File: config.mk
export PLATFORM = sky130hd
export DESIGN_NAME = dt_top
export DESIGN_NICKNAME = d
export VERILOG_FILES = /design/src/dt_pkg.sv /design/src/dt_timer.sv /design/src/dt_top.sv
export SDC_FILE = /design/constraint.sdc
export NUM_CORES = 1
export LEC_CHECK = 0
export BUFFER_PORTS_ARGS = -buffer_cell sky130_fd_sc_hd__buf_2
export CORE_ASPECT_RATIO = 2
export CORE_MARGIN = 4
export CORE_UTILIZATION = 30
export DETAILED_ROUTE_END_ITERATION = 16
export PLACE_DENSITY = 0.49
export SYNTH_ARGS = -nofsm -noshare
export SYNTH_HDL_FRONTEND = slang
export SYNTH_SLANG_ARGS = --single-unit
File: constraint.sdc
create_clock -name i_mclk -period 19.3 [get_ports i_mclk]
set_input_delay 2.895 -clock i_mclk [delete_from_list [all_inputs] [get_ports i_mclk]]
set_output_delay 2.895 -clock i_mclk [all_outputs]
set_load 0.01 [all_outputs]
File: src/dt_pkg.sv
// Purpose: Constants shared by the dual down-counting timer block.
// Assumes: One system clock; registers reached over a plain strobe port.
// Notes: Offsets are byte addresses inside one timer's chip-select window.

package dt_pkg;

  // ----------------------------------------------------------------
  // Register offsets
  // ----------------------------------------------------------------
  localparam logic [7:0] DT_OFS_LOAD = 8'h00;
  localparam logic [7:0] DT_OFS_VALUE = 8'h04;
  localparam logic [7:0] DT_OFS_CTRL = 8'h08;
  localparam logic [7:0] DT_OFS_CLEAR = 8'h0c;
  localparam logic [7:0] DT_OFS_STAT = 8'h10;
  localparam logic [7:0] DT_OFS_IEN = 8'h14;

  // ----------------------------------------------------------------
  // Control and status fields
  // ----------------------------------------------------------------
  localparam int DT_CTRL_PRE_LO = 2;
  localparam int DT_CTRL_PRE_HI = 3;
  localparam int DT_CTRL_PERIODIC = 6;
  localparam int DT_CTRL_EN = 7;
  localparam int DT_CTRL_BITS = 8;
  localparam int DT_STAT_ZERO = 0;

  // ----------------------------------------------------------------
  // Prescaler
  // ----------------------------------------------------------------
  localparam int DT_STAGES_16 = 4;
  localparam int DT_STAGES_256 = 8;

  typedef enum logic [1:0] {
    DT_DIV1 = 2'h0,
    DT_DIV16 = 2'h1,
    DT_DIV256 = 2'h2
  } dt_presc_t;

endpackage

File: src/dt_timer.sv
// Purpose: One down-counter with its own prescaler.
// Assumes: Load strobe and settings are synchronous to i_clk.
// Notes: Code 2'h3 of the prescale field behaves as divide by 256.

`timescale 1ns/1ps

module dt_timer
  import dt_pkg::*;
#(
  parameter int WIDTH = 32
) (
  input wire logic i_clk, // System clock
  input wire logic i_rst_n, // Synchronised reset, active low
  input wire logic i_load, // Load register written this cycle
  input wire logic [WIDTH-1:0] i_load_val, // Value written
  input wire logic [WIDTH-1:0] i_reload, // Held load register
  input wire logic i_enable, // Count enable
  input wire logic i_periodic, // 1: reload at zero, 0: wrap
  input wire logic [1:0] i_presc, // Prescale select
  output logic [WIDTH-1:0] o_count, // Present count
  output logic o_tick, // Prescaled tick
  output logic o_zero // Pulse: count reached zero
);

  logic [DT_STAGES_256-1:0] pre_q;
  logic [WIDTH-1:0] cnt_q;
  logic zero_q;

  // ----------------------------------------------------------------
  // Prescaler
  // ----------------------------------------------------------------
  always_comb begin
    case (i_presc)
      DT_DIV1: o_tick = 1'b1;
      DT_DIV16: o_tick = &pre_q[DT_STAGES_16-1:0];
      default: o_tick = &pre_q;
    endcase
  end

  // Restarting the prescaler on load makes the first period exact
  always_ff @(posedge i_clk or negedge i_rst_n) begin
    if (!i_rst_n) begin
      pre_q <= '0;
    end else if (i_load) begin
      pre_q <= '0;
    end else if (i_enable) begin
      pre_q <= pre_q + 1'b1;
    end
  end

  // ----------------------------------------------------------------
  // Down-counter
  // ----------------------------------------------------------------
  always_ff @(posedge i_clk or negedge i_rst_n) begin
    if (!i_rst_n) begin
      cnt_q <= '0;
    end else if (i_load) begin
      cnt_q <= i_load_val;
    end else if (i_enable && o_tick) begin
      if (cnt_q == '0) begin
        cnt_q <= i_periodic ? i_reload : '1;
      end else begin
        cnt_q <= cnt_q - 1'b1;
      end
    end
  end

  always_ff @(posedge i_clk or negedge i_rst_n) begin
    if (!i_rst_n) begin
      zero_q <= 1'b0;
    end else begin
      zero_q <= !i_load && i_enable && o_tick &&
                (cnt_q == WIDTH'(1));
    end
  end

  assign o_count = cnt_q;
  assign o_zero = zero_q;

endmodule

File: src/dt_top.sv
// Purpose: Dual independent down-counting timers with register port.
// Assumes: Master keeps strobes one cycle long, never both at once.
// Notes: Each timer answers only when its own chip-select is high.

`timescale 1ns/1ps

module dt_top
  import dt_pkg::*;
#(
  parameter int N_TIMERS = 2,
  parameter int WIDTH = 32
) (
  input wire logic i_mclk, // System clock, 50 MHz
  input wire logic i_reset_n, // Asynchronous reset, active low
  input wire logic [N_TIMERS-1:0] i_cs, // Chip-select per timer
  input wire logic [7:0] i_addr, // Byte address in window
  input wire logic [WIDTH-1:0] i_wdata, // Write data
  input wire logic i_wr, // Write strobe
  input wire logic i_rd, // Read strobe
  output logic [WIDTH-1:0] o_rdata, // Read data, cycle after
  output logic [N_TIMERS-1:0] o_irq // Interrupt level per timer
);

  // ----------------------------------------------------------------
  // Elaboration checks
  // ----------------------------------------------------------------
  if (N_TIMERS < 1) begin : g_bad_n
    $error("dt_top: N_TIMERS must be at least 1");
  end
  if (WIDTH < DT_CTRL_BITS) begin : g_bad_w
    $error("dt_top: WIDTH must cover the control register");
  end

  // ----------------------------------------------------------------
  // Reset release
  // ----------------------------------------------------------------
  logic rst_meta_q;
  logic rst_sync_q;
  logic rst_n;

  // Release is synchronised so all timers leave reset on one edge
  always_ff @(posedge i_mclk or negedge i_reset_n) begin
    if (!i_reset_n) begin
      rst_meta_q <= 1'b0;
      rst_sync_q <= 1'b0;
    end else begin
      rst_meta_q <= 1'b1;
      rst_sync_q <= rst_meta_q;
    end
  end

  assign rst_n = rst_sync_q;

  // ----------------------------------------------------------------
  // Decode
  // ----------------------------------------------------------------
  logic hit_load;
  logic hit_ctrl;
  logic hit_clear;
  logic hit_ien;

  assign hit_load = (i_addr == DT_OFS_LOAD);
  assign hit_ctrl = (i_addr == DT_OFS_CTRL);
  assign hit_clear = (i_addr == DT_OFS_CLEAR);
  assign hit_ien = (i_addr == DT_OFS_IEN);

  // ----------------------------------------------------------------
  // Per-timer state
  // ----------------------------------------------------------------
  logic [WIDTH-1:0] load_q [N_TIMERS];
  logic [DT_CTRL_BITS-1:0] ctrl_q [N_TIMERS];
  logic [WIDTH-1:0] count [N_TIMERS];
  logic [N_TIMERS-1:0] tick;
  logic [N_TIMERS-1:0] zero;
  logic [N_TIMERS-1:0] wr_load;
  logic [N_TIMERS-1:0] wr_clear;
  logic [N_TIMERS-1:0] stat_q;
  logic [N_TIMERS-1:0] stat_d;
  logic [N_TIMERS-1:0] ien_q;
  logic [N_TIMERS-1:0] ien_d;
  logic [N_TIMERS-1:0] irq_q;

  for (genvar i = 0; i < N_TIMERS; i++) begin : g_tmr
    logic wr_sel;

    assign wr_sel = i_wr && i_cs[i];
    assign wr_load[i] = wr_sel && hit_load;
    // Written data is ignored: the write itself is the clear
    assign wr_clear[i] = wr_sel && hit_clear;

    always_ff @(posedge i_mclk or negedge rst_n) begin
      if (!rst_n) begin
        load_q[i] <= '0;
      end else if (wr_load[i]) begin
        load_q[i] <= i_wdata;
      end
    end

    // Mode, prescale and enable share one control register
    always_ff @(posedge i_mclk or negedge rst_n) begin
      if (!rst_n) begin
        ctrl_q[i] <= '0;
      end else if (wr_sel && hit_ctrl) begin
        ctrl_q[i] <= i_wdata[DT_CTRL_BITS-1:0];
      end
    end

    // Independent counter per chip-select
    dt_timer #(
      .WIDTH(WIDTH)
    ) u_timer (
      .i_clk(i_mclk),
      .i_rst_n(rst_n),
      .i_load(wr_load[i]),
      .i_load_val(i_wdata),
      .i_reload(load_q[i]),
      .i_enable(ctrl_q[i][DT_CTRL_EN]),
      .i_periodic(ctrl_q[i][DT_CTRL_PERIODIC]),
      .i_presc(ctrl_q[i][DT_CTRL_PRE_HI:DT_CTRL_PRE_LO]),
      .o_count(count[i]),
      .o_tick(tick[i]),
      .o_zero(zero[i])
    );

    // A zero event in the clearing cycle survives the clear
    assign stat_d[i] = zero[i] || (stat_q[i] && !wr_clear[i]);
    assign ien_d[i] = (wr_sel && hit_ien) ?
                      i_wdata[DT_STAT_ZERO] : ien_q[i];

    always_ff @(posedge i_mclk or negedge rst_n) begin
      if (!rst_n) begin
        stat_q[i] <= 1'b0;
        ien_q[i] <= 1'b1;
        irq_q[i] <= 1'b0;
      end else begin
        stat_q[i] <= stat_d[i];
        ien_q[i] <= ien_d[i];
        irq_q[i] <= stat_d[i] && ien_d[i];
      end
    end
  end

  // ----------------------------------------------------------------
  // Read path
  // ----------------------------------------------------------------
  logic [WIDTH-1:0] rd_mux;
  logic [WIDTH-1:0] rdata_q;

  // Lowest selected timer answers when several selects are high
  always_comb begin
    rd_mux = '0;
    for (int k = N_TIMERS - 1; k >= 0; k--) begin
      if (i_cs[k]) begin
        case (i_addr)
          DT_OFS_LOAD: rd_mux = load_q[k];
          DT_OFS_VALUE: rd_mux = count[k];
          DT_OFS_CTRL: rd_mux = WIDTH'(ctrl_q[k]);
          DT_OFS_STAT: rd_mux = WIDTH'(stat_q[k]);
          DT_OFS_IEN: rd_mux = WIDTH'(ien_q[k]);
          default: rd_mux = '0;
        endcase
      end
    end
  end

  // Data stand for one cycle only, zero otherwise
  always_ff @(posedge i_mclk or negedge rst_n) begin
    if (!rst_n) begin
      rdata_q <= '0;
    end else begin
      rdata_q <= i_rd ? rd_mux : '0;
    end
  end

  assign o_rdata = rdata_q;
  assign o_irq = irq_q;

  logic [WIDTH-1:0] c0;
  logic [WIDTH-1:0] ld0;
  logic [1:0] pre0;
  logic en0;
  logic per0;

  assign c0 = count[0];
  assign ld0 = load_q[0];
  assign pre0 = ctrl_q[0][DT_CTRL_PRE_HI:DT_CTRL_PRE_LO];
  assign en0 = ctrl_q[0][DT_CTRL_EN];
  assign per0 = ctrl_q[0][DT_CTRL_PERIODIC];
endmodule

Word level (Yosys, flattened, before mapping). Index checks and enable logic that the tools add are counted.

Input bits: 46. Bits in registers: 202. Word-level logic and storage cells: 94. Output and inout bits: 34.

$add $sub $neg: 4. Eq/ne operators: 9. Reductions and logical operators: 41. Mux-type cells: 21.

Operator list (number): 2-to-1 mux 32 bit (11); case mux 32 bit (5 select lines) (2); == test 32 x 1 -> 1 bit, second input constant (2); logical NOT 32 bit (2); subtractor 32 x 1 -> 32 bit, second input constant (2); 2-to-1 mux 8 bit (4); logical AND 1 bit (22); adder 8 x 1 -> 8 bit, second input constant (2); == test 8 x 4 -> 1 bit, second input constant (2); == test 8 x 5 -> 1 bit, second input constant (2); AND reduction 8 bit (2); == test 8 x 3 -> 1 bit, second input constant (1); logical NOT 8 bit (1); AND reduction 4 bit (2); nonzero test 2 bit (4); == test 2 x 1 -> 1 bit, second input constant (2); logical NOT 1 bit (4); logical NOT 2 bit (2); case mux 1 bit (2 select lines) (2); logical OR 1 bit (2); 2-to-1 mux 1 bit (2).

Logic depth before layout (Yosys ltp). Gate-level depths: netlist of run 1.

Depth after elaboration: 6. Depth in mapped cells: 9. Depth with buffers taken out: 8.

By module. A second synthesis of run 1 with hierarchy kept.

Cells, all modules: 1103. Area, all modules: 11852.6 um2.

Modules (own cells, without submodules): dt_top (cells each 389, sequential area each 3005.4 um2, area an instance 5834.3 um2, times used 1); dt_timer at g_tmr[1].u_timer (cells each 354, sequential area each 1026.0 um2, area an instance 3057.9 um2, times used 1); dt_timer at g_tmr[0].u_timer (cells each 360, sequential area each 1026.0 um2, area an instance 2960.3 um2, times used 1).

Worst setup path before layout of run 1. Ideal clock, no wire load.

Path type: input to register. Start point: in i_addr[7]. End point: reg ctrl_q[10] (netlist bit). Slack: 14.568 ns. Setup time: 0.125 ns. Stages on the path: 7. Path buffers: 2. Required time: 19.175 ns. Data arrival time: 4.607 ns. Cell sequence: or2_2 > nor4_1 > and3_1 > buf_2 > and3_1 > buf_2 > mux2_2.

Word-level cells in the longest chain between the ends: 2.

RTL lines: start: declaration (RTL line dt_top.sv:16) `input wire logic [7:0] i_addr,`; == test 8 x 4 -> 1 bit (RTL line dt_top.sv:63) `assign hit_ctrl = (i_addr == DT_OFS_CTRL);`; logical AND 1 bit (RTL line dt_top.sv:103) `end else if (wr_sel && hit_ctrl) begin`; end signal: indexed assignment (RTL line dt_top.sv:104) `ctrl_q[i] <= i_wdata[DT_CTRL_BITS-1:0];`; end: declaration (RTL line dt_top.sv:71) `logic [DT_CTRL_BITS-1:0] ctrl_q [N_TIMERS];`.

No other way between the ends. A chain may end at the register's enable or synchronous reset.

Final worst setup path of run 1.
Start point: in i_addr[1]. End point: reg g_tmr[1].u_timer.cnt_q[31].

Word-level cells in the longest chain between the ends: 3. Elaborated cells on any way between the ends: 4. Classes of those cells: mux (1); reduce/logical (3).

RTL lines: logical NOT 8 bit (*) (RTL line dt_top.sv:62) `assign hit_load = (i_addr == DT_OFS_LOAD);`; logical AND 1 bit (*) (RTL line dt_top.sv:87) `assign wr_load[i] = wr_sel && hit_load;`; 2-to-1 mux 32 bit or nonzero test 2 bit (tied branches); end signal: assignment (RTL line dt_timer.sv:58) `cnt_q <= i_load_val;`; end signal: assignment (RTL line dt_timer.sv:61) `cnt_q <= i_periodic ? i_reload : '1;`; end signal: assignment (RTL line dt_timer.sv:63) `cnt_q <= cnt_q - 1'b1;`; end: declaration (RTL line dt_timer.sv:26) `logic [WIDTH-1:0] cnt_q;`.

Mark *: on every way between the ends. The rest lies on a longest branch, timed or not.

==> results of run 1 <==
worst register-to-register path, cell delays in order, from the launching register on:
cell and delay (ns):
dfrtp_1 0.48, inv_1 0.13, ha_1 0.19, nor3b_2 0.38, nand3_1 0.67, nor4_4 0.70, nand2_1 0.56, o21ai_0 0.33
a31oi_1 0.11
state kept, by name (all words and copies together), names as in the netlist:
| name | flops |
|---|---|
| rst_n | 1 |
| load_q | 32 |
| ien_q | 2 |
| ld0 | 32 |
| o_irq | 2 |
| ctrl_q | 16 |
| g_tmr.u_timer.pre_q | 16 |
| rst_meta_q | 1 |
| g_tmr.u_timer.o_count | 64 |
| o_rdata | 32 |
| stat_q | 2 |
| g_tmr.u_timer.o_zero | 2 |
area by class of cell:
type / count / share of cell area
clock buffer: 31 / 0.05044
clock inverter: 6 / 0.004529
inverter: 15 / 0.004632
multi-input combinational: 861 / 0.4373
sequential: 202 / 0.4164
tap: 445 / 0.04581
timing repair buffer: 91 / 0.04097
power by group through the flow:
stage                     Clock [mW]  Combinational (mW)  Sequential, mW
after global placement             0               0.223           0.540
after global routing           0.435               0.254           0.541
after detailed placement           0               0.226           0.542
after CTS                      0.421               0.227           0.534
after floorplan                    0               0.187           0.514
final                          0.409               0.227           0.534
per-stage QoR:
| stage | power, mW | instances | util | setup WS [ns] | hold WS [ns] |
|---|---|---|---|---|---|
| 2_1_floorplan | 0.7003 | 1155 | - | 13.26 | 0.3312 |
| 3_5_place_dp | 0.7678 | 1614 | 0.3264 | 13.47 | 0.3426 |
| 4_1_cts | 1.182 | 1651 | 0.3454 | 14.02 | 0.3579 |
| 6_report | 1.169 | 1651 | 0.3454 | 14.00 | 0.3448 |
| 3_3_place_gp | 0.7629 | 1614 | 0.3264 | 13.49 | 0.3364 |
| 5_1_grt | 1.230 | 1651 | 0.3454 | 13.85 | 0.3772 |
cell families after synthesis:
group	Yosys count	synth area share
multiplexers	27	0.02959
XOR/XNOR	51	0.04158
other	1	0.0003491
buffers and inverters	92	0.03704
AND/OR/NAND/NOR	499	0.2393
flip-flops	202	0.4708
AO/OA/AOI/OAI	277	0.1744
adder cells (fa/ha/maj)	6	0.006989
metal layers:
metal | vias up | routed length [µm]
met2 | 347 | 20060
met1 | 4546 | 14620
li1 | 4266 | -
met3 | 98 | 1767
met4 | 0 | 3050
met5 | - | 0
worst paths after layout:
check / startpoint / to / slack [ns] / depth (start not counted)
worst min-delay path: rst_n / g_tmr[0].u_timer.pre_q[0] / 0.34 / 0
worst max-delay path: i_addr[1] / g_tmr[1].u_timer.o_count[31] / 14.00 / 9
max in group asynchronous: i_reset_n / rst_n / 17.05 / 1
min in group i_mclk: rst_meta_q / rst_n / 0.35 / 0
worst min register to register: rst_n / g_tmr[0].u_timer.pre_q[0] / 0.34 / 0
worst max register to register: g_tmr[1].u_timer.o_count[0] / g_tmr[1].u_timer.o_count[14] / 15.62 / 8
cell usage after synthesis (all sizes together), types with 15 or more instances:
cell / instances / share of area
nor2: 62 / 0.022
nand2: 248 / 0.087
o22ai: 28 / 0.016
dfrtp: 200 / 0.47
clkbuf: 51 / 0.018
a22oi: 84 / 0.059
o211ai: 17 / 0.012
nor4: 26 / 0.025
nand3: 30 / 0.014
a21oi: 21 / 0.0098
xor2: 30 / 0.024
xnor2: 21 / 0.017
inv: 15 / 0.0052
nand4: 16 / 0.011
buf: 26 / 0.014
mux2: 18 / 0.019
o21ai: 71 / 0.033
nor3: 29 / 0.016
layout by cell type (no fill, tap or decap), types with 8 or more instances in the layout:
cell type,instances
and3_1,11
a221oi_1,8
o211ai_1,17
o21ai_0,50
xor2_1,30
or3_1,12
mux2_2,18
nand4_1,15
dfrtp_1,199
a22oi_1,84
buf_2,79
nor4_1,16
nor3_1,24
buf_4,11
o22ai_1,28
nand2_1,248
a21oi_1,21
inv_1,15
clkbuf_16,21
or4_1,11
xnor2_1,21
nand3b_1,12
nor2_1,60
nand3_1,30
o21ai_1,21
==> results.ini, run 1 <==
[outcome]
status=completed

[worst_setup_path]
critPathMaxStageDelay_ns=0.63
cp_data_required_time_ns=19.70
crit_chain=buf_2 -> or4_1 -> nor3_2 -> buf_4 -> nand3_1 -> buf_4 -> nand4_1 -> a211o_1 -> o21ai_1
critical_path_class=primary input to register
crit_family=simple AND/OR/NAND/NOR gates
worstSetupEndpointType=register
path_buf_inv=3
critical-path-slowest-cell=nand4_1
cp_data_arrival_time_ns=5.70
critPathLaunchType=primary input
critical_path.most_common_cell=buf_4
crit_fanout=59

[logic_synthesis]
avgSynthCellArea_um2=9.300
ys_seq_elements=202
yosysWarnings=0
yosysSeqAreaShare=0.4708
synth-edff-count=0
syn_inst=1155
synth.distinct_cells=73
async_flop_share=1.000
synthesis.nets=1207
ys.flop_type=dfrtp_1
syn_area_mm2=0.01074

[layout]
fill_cells=3642
diodes=0
nNetsFinal=1244
area_delta_synth_final_pct=13.16
stdcell_area_mm2=0.01216
multi_input_area_mm2=0.005315
drive_gt1_frac=0.1526
seq_area_mm2=0.005061

[clocking]
cts.sinks=202
cts_resized=0
postCtsSetupRepairBufs=0
cts_max_level=1
cts.path.max_buffers=3
cts_root_buf=clkbuf_16
cts_tree=yes
numCtsBuffers=21
clkLatencyLatePin_ns=0.52
hold_buffers=0
clk_pin_slew_ns=0.07

[timing]
clock_skew_ns=0.01065
worstMarginPinSlew_ns=1.119
drv_slew=0
slew-limit-headroom=0.2529
setup_violations=0
max_freq_mhz=188.5
finalHoldViolations=0
fin_tns_setup_ns=0
rsz0062_at_grt=false
fin_crit_sh=0.2749
post-route-min-period_ns=5.305

[power_and_ir_drop]
p_clk_frac=0.349
seqPwrFrac=0.457
p_int_mw=0.7873
powerDensity_mw_per_mm2=96.20
power_leakage_nw=5.307
ir_drop_mv=0.05841
pwr-share-comb=0.194
p_sw_mw=0.3820
swShare=0.3267

[global_routing]
met2_usage=0.3581
grt_usage=0.2000
antenna_found_initial=0
grt_max_degree=158
grt_busiest_layer=met2
grtUsageMet3=0.01959
grt_use_met1=0.2223
grt_pass1_vias=9380
grt_pass1_wl_um=59400
grt-ovfl-total=0

[min_path]
holdCritPathClass=register to async pin

[route]
viasPerCell=5.607
firstDrtPassIters=5
antenna_left=0
detailroute.via_count=9257
wl_um=39500
wl_per_cell_um=23.92
drt_iter0_markers=735
drc=0

[job]
maxCapViolCount=0

[placed_design]
gp_routability_congestion=0.8533
portBuffers=79
hpwl_um=27720
placed_area_mm2=0.01149

[die]
fp-row-count=97
core-area_mm2=0.03520
ioPinCount=80
chipHeight_um=275.6
dieArea_mm2=0.03908
die_w_um=141.8
start_util=0.3052

Power figures use the tool's default switching activity.
==> inputs of run 2 (changes only) <==
- clock period: 19.3 -> 4.95 ns (I/O delays scaled with it)
==> run 2 against run 1 <==
Power increased to 4.0 times the previous value; final area is 0.71% higher; hold slack worse by 0.079 ns; clock power increased to 4.3 times the previous value; utilization up 0.25 points; first-iteration DRC count is 9.3% higher; critical path depth fell by 1; critical endpoint is now g_tmr[1].u_timer.o_count[14].
==> results.ini, run 2 (same netlist as run 1, synthesis figures left out) <==
[worst_setup_path]
crit_family=simple AND/OR/NAND/NOR gates  ; unchanged
critical_path_class=register to register  ; was primary input to register
critPathMaxStageDelay_ns=0.55  ; was 0.63 ns
path_buf_inv=1  ; was 3
critPathLaunchType=register  ; was primary input
crit_chain=inv_1 -> ha_1 -> nor3b_2 -> nand3_1 -> nor4_4 -> nand2_1 -> o21ai_0 -> a31oi_1  ; was buf_2 -> or4_1 -> nor3_2 -> buf_4 -> nand3_1 -> buf_4 -> nand4_1 -> a211o_1 -> o21ai_1
worstSetupEndpointType=register  ; unchanged
cp_data_required_time_ns=5.33  ; was 19.70 ns
cp_data_arrival_time_ns=3.61  ; was 5.70 ns
critical-path-slowest-cell=nand3_1  ; was nand4_1
crit_fanout=16  ; was 59

[timing]
setup_violations=0  ; unchanged
finalHoldViolations=0  ; unchanged
post-route-min-period_ns=3.231
clock_skew_ns=0.02074  ; was 0.01065 ns
rsz0062_at_grt=false  ; unchanged
slew-limit-headroom=0.2498  ; was 0.2529
setup_ws_ns=1.719  ; was 14.00 ns
drv_slew=0  ; unchanged
fin_crit_sh=0.6527
hold_slack_ns=0.2658  ; was 0.3448 ns
fin_tns_setup_ns=0  ; unchanged
worstMarginPinSlew_ns=1.117  ; was 1.119 ns
max_freq_mhz=309.5

[layout]
largest_reg_flops=64  ; unchanged
fin_util=0.3478  ; was 0.3454
area_delta_synth_final_pct=13.97  ; was 13.16%
drive_gt1_frac=0.1556  ; was 0.1526
stdcell_area_mm2=0.01224  ; was 0.01216 mm²
nNetsFinal=1245  ; was 1244
diodes=0  ; unchanged
final_common_cell=nand2_1  ; unchanged
finalNonFillerCells=1653  ; was 1651
mostFrequentLayoutCells=248 x nand2_1, 199 x dfrtp_1, 84 x a22oi_1  ; unchanged

[route]
viasPerCell=5.628  ; was 5.607
firstDrtPassIters=5  ; unchanged
wl_per_cell_um=23.67  ; was 23.92 µm
antenna_left=0  ; unchanged
wl_um=39120  ; was 39500 µm
detailroute.via_count=9303  ; was 9257
drc=0  ; unchanged
drt_iter0_markers=803  ; was 735

[power_and_ir_drop]
p_total_mw=4.703  ; was 1.169 mW
ir_drop_mv=0.2175  ; was 0.05841 mV
power_leakage_nw=5.344  ; was 5.307 nW
pwr-share-comb=0.186  ; was 0.194
seqPwrFrac=0.441  ; was 0.457
powerDensity_mw_per_mm2=384.1  ; was 96.20 mW/mm²
p_clk_frac=0.373  ; was 0.349
swShare=0.3196  ; was 0.3267
p_sw_mw=1.503  ; was 0.3820 mW
p_int_mw=3.200  ; was 0.7873 mW

[global_routing]
grt_usage=0.2010  ; was 0.2000
grt-ovfl-total=0  ; unchanged
grt_pass1_vias=9288  ; was 9380
grt_max_degree=173  ; was 158
grt_pass1_wl_um=60000  ; was 59400 µm
antenna_found_initial=0  ; unchanged

[clocking]
numCtsBuffers=21  ; unchanged
cts_resized=0  ; unchanged
clkLatencyLatePin_ns=0.53  ; was 0.52 ns
cts_max_level=1  ; unchanged
cts_tree=yes  ; unchanged
cts.sinks=202  ; unchanged
clk_pin_slew_ns=0.07  ; about the same
cts.path.max_buffers=3  ; unchanged
cts_root_buf=clkbuf_16  ; unchanged

[die]
core-area_mm2=0.03520  ; unchanged
die_w_um=141.8  ; unchanged
ioPinCount=80  ; unchanged
start_util=0.3052  ; unchanged
chipHeight_um=275.6  ; unchanged
fp-row-count=97  ; unchanged
dieArea_mm2=0.03908  ; unchanged

[placed_design]
hpwl_um=28010  ; was 27720 µm
dp_cells=1614  ; unchanged
gp_routability_congestion=0.8711  ; was 0.8533
placed_area_mm2=0.01149  ; unchanged
dp_worst_setup_slack_ns=1.613  ; was 13.47 ns
portBuffers=79  ; unchanged

[outcome]
status=completed  ; unchanged

[min_path]
holdCritPathClass=register to async pin  ; unchanged

[job]
maxCapViolCount=0  ; unchanged

[run 2: cell count changes in the layout (fill, tap and decap cells not counted), sizes merged]
cell,before,now
clkinvlp,0,1
clkbuf,31,26
inv,15,16
bufinv,1,4
clkinv,5,6
dlygate4sd3,0,1
[run 2: power groups by stage]
stage / Combinational, mW / Clock [mW] / Sequential, mW
floorplan: 0.728 / 0 / 2.00
global placement: 0.869 / 0 / 2.10
detailed placement: 0.877 / 0 / 2.10
CTS: 0.884 / 1.80 / 2.07
global route: 0.993 / 1.86 / 2.11
finish: 0.873 / 1.75 / 2.08
[run 2: timing repair]
item | CTS | global route
hold buffers | 1 | 0
setup buffers | 0 | 0
endpoints found under the hold margin | 2 | 0
[run 2: final cells by class]
class | count | area, µm²
clock inverter | 12 | 170.2
inverter | 15 | 56.30
sequential | 202 | 5061
tap | 445 | 556.8
fill | 3670 | 22950
clock buffer | 26 | 574.3
timing repair buffer | 92 | 508.0
multi-input combinational | 861 | 5315
[run 2: final timing paths]
path                                             start                            to  slack [ns]  depth (start not counted)
setup / recovery           g_tmr[1].u_timer.o_count[0]  g_tmr[1].u_timer.o_count[14]        1.72                          8
hold / removal                                   rst_n     g_tmr[0].u_timer.pre_q[0]        0.27                          0
setup reg to reg           g_tmr[1].u_timer.o_count[0]  g_tmr[1].u_timer.o_count[14]        1.72                          8
hold reg to reg                                  rst_n     g_tmr[0].u_timer.pre_q[0]        0.27                          0
max in group asynchronous                        rst_n                    load_q[18]        3.26                          1
min in group i_mclk                         rst_meta_q                         rst_n        0.35                          0
[run 2: worst reg2reg max path, cell delays in order, from the launching register on]
cell and delay [ns]:
dfrtp_1 0.45, inv_1 0.11, ha_1 0.18, nor3b_2 0.35, nand3_1 0.55, nor4_4 0.53
nand2_1 0.49, o21ai_0 0.33, a31oi_1 0.11
[run 2: metal layers]
| metal | track usage | wire length, µm |
|---|---|---|
| met4 | 0.1138 | 2374 |
| met2 | 0.3619 | 20750 |
| met3 | 0.02046 | 1546 |
| met1 | 0.2291 | 14450 |
| met5 | 0 | 0 |
